===== src/design/iopfc_pkg.sv =====
`default_nettype none
package iopfc_pkg;
    // frame geometry
    localparam int FRAME_BITS = 16;
    localparam int PIN_COUNT = 8;
    // control word fields
    localparam int KIND_BIT = 15;
    localparam int ADDR_MSB = 14;
    localparam int ADDR_LSB = 11;
    localparam int DATA_MSB = 10;
    localparam int SEL_MSB = 7;
    localparam logic KIND_CONTROL = 1'h0;
    // control addresses
    localparam logic [3:0] ADDR_GEN_CTRL = 4'h3;
    localparam logic [3:0] ADDR_AIN_SEL = 4'h4;
    localparam logic [3:0] ADDR_AOUT_SEL = 4'h5;
    localparam logic [3:0] ADDR_PULLDN_SEL = 4'h6;
    localparam logic [3:0] ADDR_DOUT_SEL = 4'h8;
    localparam logic [3:0] ADDR_DIN_SEL = 4'ha;
    localparam logic [3:0] ADDR_ODRAIN_SEL = 4'hc;
    localparam logic [3:0] ADDR_TRISTATE_SEL = 4'hd;
    // general control bit positions
    localparam int GC_PRECHARGE = 9;
    localparam int GC_BUF_EN = 8;
    localparam int GC_LOCK = 7;
    localparam int GC_BROADCAST = 6;
    localparam int GC_ADC_RANGE = 5;
    localparam int GC_DAC_RANGE = 4;
    // reset values
    localparam logic [10:0] GEN_CTRL_RESET = 11'h000;
    localparam logic [7:0] SEL_RESET = 8'h00;
    localparam logic [7:0] PULLDN_RESET = 8'hff;
    // pin function encoding
    localparam logic [2:0] FN_PULLDN = 3'h0;
    localparam logic [2:0] FN_AIN = 3'h1;
    localparam logic [2:0] FN_AOUT = 3'h2;
    localparam logic [2:0] FN_AOUT_AIN = 3'h3;
    localparam logic [2:0] FN_DOUT = 3'h4;
    localparam logic [2:0] FN_DIN = 3'h5;
    localparam logic [2:0] FN_DOUT_DIN = 3'h6;
    localparam logic [2:0] FN_TRISTATE = 3'h7;
endpackage
`default_nettype wire


===== src/design/iopfc_top.sv =====
`timescale 1ns/100ps
`default_nettype none
module iopfc_top #(
    parameter int PINS = 8 // number of multi-function pins
) (
    input wire logic sys_clk, // system clock, 100 MHz
    input wire logic reset_n, // async reset, active low
    input wire logic clkEn, // clock enable, freezes state when low
    input wire logic linkClk, // serial link clock pin
    input wire logic linkSelN, // frame select pin, active low
    input wire logic linkDataIn, // serial data in pin
    input wire logic convBusy, // converter busy level, same domain
    output logic [PINS-1:0] pinSelectAin, // analog input select register
    output logic [PINS-1:0] pinSelectAout, // analog output select register
    output logic [PINS-1:0] pinSelectPulldn, // pull-down select register
    output logic [PINS-1:0] pinSelectDout, // digital output select register
    output logic [PINS-1:0] pinSelectDin, // digital input select register
    output logic [PINS-1:0] pinSelectOdrain, // open-drain select register
    output logic [PINS-1:0] pinSelectTristate, // three-state select register
    output logic [3*PINS-1:0] pinFunction, // resolved function per pin
    output logic [PINS-1:0] pinDriveOpenDrain, // output pins drive open-drain
    output logic [PINS-1:0] pinSampleEnable, // input path may sample pin
    output logic [10:0] generalControl, // general control register
    output logic adcBufferPower, // input buffer powered
    output logic adcRangeDouble, // input range twice reference
    output logic dacRangeDouble, // output range twice reference
    output logic broadcastOutputWrite, // converter writes go to all outputs
    output logic [15:0] dacWord, // last converter data word
    output logic dacWordValid // one-cycle pulse per converter word
);
    // the select data field is one byte, so no other pin count can be served
    if (PINS != iopfc_pkg::PIN_COUNT)
    begin : gPinCountCheck
        $error("iopfc_top supports exactly eight pins");
    end

    // pin synchronisers; first stage feeds only the second
    // the link clock is sampled like data; its edges are found below
    logic [2:0] syncA_q;
    logic [2:0] syncB_q;
    logic linkClkPrev_q; // delayed link clock for edge find
    always_ff @(posedge sys_clk or negedge reset_n)
    begin
        if (!reset_n)
        begin
            // idle levels, so no false link clock edge follows reset
            syncA_q <= 3'h7;
            syncB_q <= 3'h7;
            linkClkPrev_q <= 1'h1;
        end
        else if (clkEn)
        begin
            syncA_q <= {linkClk, linkSelN, linkDataIn};
            syncB_q <= syncA_q;
            linkClkPrev_q <= syncB_q[2];
        end
    end

    logic clkS; // synced link clock
    logic selS; // synced frame select
    logic datS; // synced data
    assign clkS = syncB_q[2];
    assign selS = syncB_q[1];
    assign datS = syncB_q[0];
    // two cycles of pin latency; each link clock half needs three sys_clk cycles
    logic fallEdge; // data is taken on link clock falling edge
    assign fallEdge = linkClkPrev_q & ~clkS;

    // shift register and bit count; link clock 80 ns leaves 4 cycles/half
    logic [15:0] shift_q;
    logic [4:0] bitCount_q;
    logic selPrev_q;
    always_ff @(posedge sys_clk or negedge reset_n)
    begin
        if (!reset_n)
        begin
            shift_q <= 16'h0000;
            bitCount_q <= 5'h00;
            selPrev_q <= 1'h1;
        end
        else if (clkEn)
        begin
            selPrev_q <= selS;
            if (selS)
            begin
                bitCount_q <= 5'h00; // frame idle: restart count
            end
            // bits past the sixteenth are dropped, so a long frame acts on its first 16 bits
            else if (fallEdge && bitCount_q != 5'h10)
            begin
                shift_q <= {shift_q[14:0], datS};
                bitCount_q <= bitCount_q + 5'h01;
            end
        end
    end

    // word acted on only when select rises after a full 16 bits
    // short frames fail the count and are dropped silently; long frames keep their first 16 bits
    logic frameDone;
    assign frameDone = selS & ~selPrev_q & (bitCount_q == 5'h10);
    logic isControl;
    assign isControl = shift_q[iopfc_pkg::KIND_BIT] == iopfc_pkg::KIND_CONTROL;
    logic [3:0] addr;
    assign addr = shift_q[iopfc_pkg::ADDR_MSB:iopfc_pkg::ADDR_LSB];
    logic [7:0] selData;
    assign selData = shift_q[iopfc_pkg::SEL_MSB:0];
    logic locked;
    assign locked = generalControl[iopfc_pkg::GC_LOCK];
    logic ctrlWrite;
    assign ctrlWrite = frameDone & isControl;
    // lock gates the pin selects only; the general register stays writable
    logic selWrite; // pin select write allowed
    assign selWrite = ctrlWrite & ~locked;

    // general control register, writable even when locked
    always_ff @(posedge sys_clk or negedge reset_n)
    begin
        if (!reset_n)
        begin
            generalControl <= iopfc_pkg::GEN_CTRL_RESET;
        end
        else if (clkEn && ctrlWrite && addr == iopfc_pkg::ADDR_GEN_CTRL)
        begin
            // lock bit is stored here too, so unlocking needs this path open
            // reserved bits stored as written; host keeps them zero
            generalControl <= shift_q[iopfc_pkg::DATA_MSB:0];
        end
    end

    // pin select registers; writes of 1 assign function
    // full byte stored; the function follows the last 1 written
    always_ff @(posedge sys_clk or negedge reset_n)
    begin
        if (!reset_n)
        begin
            pinSelectAin <= iopfc_pkg::SEL_RESET;
            pinSelectAout <= iopfc_pkg::SEL_RESET;
            pinSelectPulldn <= iopfc_pkg::PULLDN_RESET;
            pinSelectDout <= iopfc_pkg::SEL_RESET;
            pinSelectDin <= iopfc_pkg::SEL_RESET;
            pinSelectOdrain <= iopfc_pkg::SEL_RESET;
            pinSelectTristate <= iopfc_pkg::SEL_RESET;
        end
        else if (clkEn && selWrite)
        begin
            // decode of the four address bits
            if (addr == iopfc_pkg::ADDR_AIN_SEL)
            begin
                pinSelectAin <= selData;
            end
            else if (addr == iopfc_pkg::ADDR_AOUT_SEL)
            begin
                pinSelectAout <= selData;
            end
            else if (addr == iopfc_pkg::ADDR_PULLDN_SEL)
            begin
                pinSelectPulldn <= selData;
            end
            else if (addr == iopfc_pkg::ADDR_DOUT_SEL)
            begin
                pinSelectDout <= selData;
            end
            else if (addr == iopfc_pkg::ADDR_DIN_SEL)
            begin
                pinSelectDin <= selData;
            end
            else if (addr == iopfc_pkg::ADDR_ODRAIN_SEL)
            begin
                pinSelectOdrain <= selData;
            end
            else if (addr == iopfc_pkg::ADDR_TRISTATE_SEL)
            begin
                pinSelectTristate <= selData;
            end
            // other addresses fall through and change nothing
        end
    end

    // per-pin function resolution, last write wins, except that an input and an output write of one kind give the dual function
    genvar g;
    generate
        for (g = 0; g < PINS; g = g + 1)
        begin : gPin
            logic [2:0] fn; // function this pin holds now
            logic bit1; // written bit for this pin
            assign fn = pinFunction[3*g+2:3*g];
            assign bit1 = selData[g];
            // a written 0 leaves the pin's function as it was
            always_ff @(posedge sys_clk or negedge reset_n)
            begin
                if (!reset_n)
                begin
                    pinFunction[3*g+2:3*g] <= iopfc_pkg::FN_PULLDN;
                end
                else if (clkEn && selWrite && bit1)
                begin
                    if (addr == iopfc_pkg::ADDR_AIN_SEL)
                    begin
                        // dual analog keeps output primary
                        if (fn == iopfc_pkg::FN_AOUT || fn == iopfc_pkg::FN_AOUT_AIN)
                        begin
                            pinFunction[3*g+2:3*g] <= iopfc_pkg::FN_AOUT_AIN;
                        end
                        else
                        begin
                            pinFunction[3*g+2:3*g] <= iopfc_pkg::FN_AIN;
                        end
                    end
                    else if (addr == iopfc_pkg::ADDR_AOUT_SEL)
                    begin
                        if (fn == iopfc_pkg::FN_AIN || fn == iopfc_pkg::FN_AOUT_AIN)
                        begin
                            pinFunction[3*g+2:3*g] <= iopfc_pkg::FN_AOUT_AIN;
                        end
                        else
                        begin
                            pinFunction[3*g+2:3*g] <= iopfc_pkg::FN_AOUT;
                        end
                    end
                    else if (addr == iopfc_pkg::ADDR_DOUT_SEL)
                    begin
                        // dual digital keeps output primary
                        if (fn == iopfc_pkg::FN_DIN || fn == iopfc_pkg::FN_DOUT_DIN)
                        begin
                            pinFunction[3*g+2:3*g] <= iopfc_pkg::FN_DOUT_DIN;
                        end
                        else
                        begin
                            pinFunction[3*g+2:3*g] <= iopfc_pkg::FN_DOUT;
                        end
                    end
                    else if (addr == iopfc_pkg::ADDR_DIN_SEL)
                    begin
                        if (fn == iopfc_pkg::FN_DOUT || fn == iopfc_pkg::FN_DOUT_DIN)
                        begin
                            pinFunction[3*g+2:3*g] <= iopfc_pkg::FN_DOUT_DIN;
                        end
                        else
                        begin
                            pinFunction[3*g+2:3*g] <= iopfc_pkg::FN_DIN;
                        end
                    end
                    else if (addr == iopfc_pkg::ADDR_PULLDN_SEL)
                    begin
                        pinFunction[3*g+2:3*g] <= iopfc_pkg::FN_PULLDN;
                    end
                    else if (addr == iopfc_pkg::ADDR_TRISTATE_SEL)
                    begin
                        pinFunction[3*g+2:3*g] <= iopfc_pkg::FN_TRISTATE;
                    end
                    // open-drain select changes drive style only
                end
            end

            // drive style and sampling path follow the function
            // recomputed every cycle, so a later function change takes effect
            always_ff @(posedge sys_clk or negedge reset_n)
            begin
                if (!reset_n)
                begin
                    pinDriveOpenDrain[g] <= 1'h0;
                    pinSampleEnable[g] <= 1'h0;
                end
                else if (clkEn)
                begin
                    pinDriveOpenDrain[g] <= pinSelectOdrain[g] &
                        (pinFunction[3*g+2:3*g] == iopfc_pkg::FN_DOUT ||
                         pinFunction[3*g+2:3*g] == iopfc_pkg::FN_DOUT_DIN);
                    pinSampleEnable[g] <=
                        pinFunction[3*g+2:3*g] == iopfc_pkg::FN_AIN ||
                        pinFunction[3*g+2:3*g] == iopfc_pkg::FN_AOUT_AIN ||
                        pinFunction[3*g+2:3*g] == iopfc_pkg::FN_DIN ||
                        pinFunction[3*g+2:3*g] == iopfc_pkg::FN_DOUT_DIN;
                end
            end
        end
    endgenerate

    // general control decode into plain levels
    // convBusy is same-domain logic, so it needs no synchroniser
    always_ff @(posedge sys_clk or negedge reset_n)
    begin
        if (!reset_n)
        begin
            adcBufferPower <= 1'h0;
            adcRangeDouble <= 1'h0;
            dacRangeDouble <= 1'h0;
            broadcastOutputWrite <= 1'h0;
        end
        else if (clkEn)
        begin
            // precharge mode: buffer only while converting
            adcBufferPower <= generalControl[iopfc_pkg::GC_BUF_EN] &
                (~generalControl[iopfc_pkg::GC_PRECHARGE] | convBusy);
            adcRangeDouble <= generalControl[iopfc_pkg::GC_ADC_RANGE];
            dacRangeDouble <= generalControl[iopfc_pkg::GC_DAC_RANGE];
            broadcastOutputWrite <= generalControl[iopfc_pkg::GC_BROADCAST];
        end
    end

    // converter data words handed on; broadcast flag tells consumer
    // channel fan-out for broadcast writes lives downstream of this block
    always_ff @(posedge sys_clk or negedge reset_n)
    begin
        if (!reset_n)
        begin
            dacWord <= 16'h0000;
            dacWordValid <= 1'h0;
        end
        else if (clkEn)
        begin
            dacWordValid <= frameDone & ~isControl;
            if (frameDone && !isControl)
            begin
                dacWord <= shift_q;
            end
        end
    end
endmodule // iopfc_top
`default_nettype wire


===== config.mk =====
export PLATFORM = sky130hd
export DESIGN_NAME = iopfc_top
export DESIGN_NICKNAME = d
export VERILOG_FILES = /design/src/design/iopfc_pkg.sv /design/src/design/iopfc_top.sv
export SDC_FILE = /design/constraint.sdc
export NUM_CORES = 1
export LEC_CHECK = 0
export BUFFER_PORTS_ARGS = -buffer_cell sky130_fd_sc_hd__buf_2
export CAP_MARGIN = 20
export CELL_PAD_IN_SITES_DETAIL_PLACEMENT = 2
export CELL_PAD_IN_SITES_GLOBAL_PLACEMENT = 2
export CORE_MARGIN = 8
export CORE_UTILIZATION = 30
export CTS_CLUSTER_SIZE = 28
export DETAILED_ROUTE_END_ITERATION = 10
export GPL_TIMING_DRIVEN = 0
export PLACE_DENSITY = 0.69
export SLEW_MARGIN = 0
export SYNTH_ARGS = -nofsm -noshare
export SYNTH_HDL_FRONTEND = slang
export SYNTH_SLANG_ARGS = --single-unit
export TNS_END_PERCENT = 5

===== constraint.sdc =====
create_clock -name sys_clk -period 2.6 [get_ports sys_clk]
set_input_delay 0.26 -clock sys_clk [delete_from_list [all_inputs] [get_ports sys_clk]]
set_output_delay 0.26 -clock sys_clk [all_outputs]
set_load 0.01 [all_outputs]

==> impl_metrics.toml <==
[run_status]
run_status = "complete, no violations"

[grt]
grtUsageMet3 = 0.0519
antenna_found_initial = 2
grt_max_degree = 92
gr-max-usage-layer = "met2"
use_met1 = 0.195
grt.overflow.total = 0
grt_use_total = 0.169
met2_usage = 0.292
grt_pass1_wl_um = 36700
grt_pass1_vias = 5923

[routing]
drc = 0
postRouteAntennaNets = 0
wl_per_cell_um = 23.4
vias = 5042
avgViaCountPerCell = 5.07
drt_iter0_drc = 158
dr.pass1.iters = 4
drt-total-wl_um = 23200

[synthesis]
synth-compound-area-share = 0.0778
synth_seq_cells = 157
synth.area.top_cells = "dfrtp_1, mux2_2, dfstp_2"
synth_area_mm2 = 0.00696
synth_fp_nets = 549
yosys.area_share.simple = 0.0875
syn_inst = 540
yosysTopAreaCell = "dfrtp_1"
synth_xor_area_frac = 0.0176
yosys-top-cells-count = "dfrtp_1, mux2_2, a21oi_1, inv_1, clkbuf_1"
ys_types = 53
synthAdderAreaFrac = 0.00359
yosysMostFrequentCell = "dfrtp_1"
synth_ff_type = "dfrtp_1"
postSynthAreaPerCell_um2 = 12.9
synth_top_family_by_area = "multiplexers"
yosysSeqAreaShare = 0.567
yosys.area.top_type_share = 0.507
synth_edf_count = 0
yosys_warnings = 0
synth.area.mux_share = 0.209
synthArstFlopShare = 1.00

[pwr]
pwr-share-comb = 0.184
total_power_w = 0.00637
peakVddDrop_uv = 432
power_density_mw_per_mm2 = 738
seq_power_share = 0.427
p_switching_w = 0.00208
leakagePower_nw = 4.40
power_frac_clock = 0.389
switching_share = 0.327
internal_power_w = 0.00429

[run]
cap_violations = 0

[critical_path]
critPathKind = "reg2reg"
cp-end-kind = "flop"
r2r_slack_ps = 130
worstPathRequired_ps = 2920
start_kind = "flop"
cp_top_family = "buffers and inverters"
max_stage_delay_ps = 540
path_depth = 7
reg2regPathDepth = 7
crit_path_top_delay_cell = "clkbuf_1"
crit_fanout = 10
cp.arrival_ps = 2780
cp_cell_sequence = "clkbuf_1 -> buf_2 -> clkbuf_1 -> nor2_1 -> xnor2_1 -> a31oi_1 -> o2bb2ai_1"
path_buf_inv = 3
crit_top_cell = "clkbuf_1"

[sta]
skew_ps = 8.95
clock.fmax_mhz = 406
setup_slack_ps = 134
worstMarginPinSlew_ps = 976
finalCriticalPeriod_ps = 2470
rsz0062_at_grt = "no"
setup_viol = 0
hold_viol_final = 0
fin_tns_setup_ps = 0
relSlewSlack = 0.350
period_share = 0.948
drv_slew = 0

[die]
die_y_um = 168
coreArea_mm2 = 0.0227
pin_count = 135
fp.dieW_um = 168
core.rowCount = 55
die_area_mm2 = 0.0283
start_util = 0.307

[cells_and_area]
nFillCells = 2368
final_cells = 994
finalNetCount = 705
final_util = 0.380
syn_to_final_growth_pct = 24.0
drive_above_1_share = 0.456
n_antenna_cell = 0

[placement]
place.gp.congestion = 0.776
numPortBuffers = 134
pre_cts_slack_ps = -37.8
place_inst = 961
dp_hpwl_um = 16400

[clocking]
h-tree-depth = 4
clk_pin_slew_worst_paths_ps = 70
numCtsBuffers = 17
clockRootBuffer = "clkbuf_16"
numClockSinks = 157
clock_latency_ps = 430
cts_tree = "yes"
cts_setup_buffers = 0
clk_path_buf_depth = 2

[worst_hold_path]
whs_path_depth = 2
min_path_type = "in2reg"
## sequential cells by signal, summed over array words and instances, names as in the netlist, 3 cells and up
name and count:
bitCount_q 5, dacWord 16, gPin.fn 24, generalControl 11
pinDriveOpenDrain 8, pinSampleEnable 8, pinSelectAin 8, pinSelectAout 8
pinSelectDin 8, pinSelectDout 8, pinSelectOdrain 8, pinSelectPulldn 8
pinSelectTristate 8, shift_q 16, syncA_q 3, syncB_q 3
## cells in the final DEF, fill, tap and decap left out, types with 3 or more instances in the layout
| master | count |
|---|---|
| xnor2_1 | 8 |
| nor3_1 | 5 |
| o22ai_1 | 7 |
| o2111ai_1 | 13 |
| o2bb2ai_1 | 3 |
| dfstp_2 | 16 |
| inv_1 | 24 |
| and3b_1 | 3 |
| buf_1 | 6 |
| clkbuf_8 | 3 |
| xor2_1 | 6 |
| nor2b_1 | 9 |
| buf_2 | 139 |
| mux2_2 | 99 |
| and4b_1 | 5 |
| buf_6 | 3 |
| clkbuf_16 | 17 |
| o21ai_0 | 17 |
| a22o_1 | 4 |
| nand2_1 | 12 |
| clkinv_4 | 3 |
| clkbuf_1 | 23 |
| nand3_1 | 17 |
| mux2_4 | 16 |
| nand2b_1 | 14 |
| dfrtp_1 | 141 |
| mux2i_1 | 9 |
| a21oi_1 | 25 |
| nor2_1 | 14 |
| a21bo_2 | 5 |
| inv_6 | 3 |
## routing by layer
layer	routed length [um]	vias to the layer above
li1	-	2224
met1	9570	2644
met2	11800	135
met3	1330	35
met4	534	4
met5	22	-
## per-stage QoR
stage	instance area [um^2]	hold slack [ps]
2_1_floorplan	6960	-35.6
3_3_place_gp	7990	448
3_5_place_dp	8030	320
4_1_cts	8630	41.7
5_1_grt	8640	49.6
6_report	8640	63.7
## cell families (layout without fill, tap and decap cells)
kind of cell / count (synthesis) / in the layout
muxes: 125 / 125
adders and majority gates: 2 / 2
and+or+nand+nor: 98 / 98
xor gates and xnor gates: 14 / 14
AOI/OAI and AO/OA: 82 / 82
buffers and inverters: 62 / 231
DFF: 157 / 157
## path summary, 6_finish.rpt
path	start	endpoint
worst max-delay path	shift_q[12]	gPin[7].fn[1]
worst min-delay path	linkClk	syncA_q[2]
worst max register to register	shift_q[12]	gPin[7].fn[1]
worst min register to register	dacWord[15]	dacWord[15]
max in group asynchronous	reset_n	pinSelectPulldn[2]
min in group asynchronous	reset_n	pinDriveOpenDrain[0]
## power groups by stage
stage / logic (W) / registers [W] / clock network [W]
3_5_place_dp: 0.00118 / 0.00276 / 0
4_1_cts: 0.00119 / 0.00272 / 0.00255
6_report: 0.00117 / 0.00272 / 0.00248
3_3_place_gp: 0.00110 / 0.00275 / 0
2_1_floorplan: 0.000662 / 0.00270 / 0
5_1_grt: 0.00126 / 0.00274 / 0.00264
## layout make-up
cell class	instances	area (um^2)	area share
plain buffers	38	175	0.0203
flip-flops and latches	157	3950	0.457
clock inverters	11	108	0.0125
clock buffers	21	470	0.0545
repair buffers	137	719	0.0833
multi-input cells	321	2770	0.321
well taps	285	357	0.0413
inverters	24	90.1	0.0104
## what timing repair did
item | CTS | global route
endpoints found under the setup margin | 10 | 10
resized for setup | 1 | 3
hold buffers | 1 | 0
endpoints found under the hold margin | 65 | 0
(Power assumes the default switching activity.)
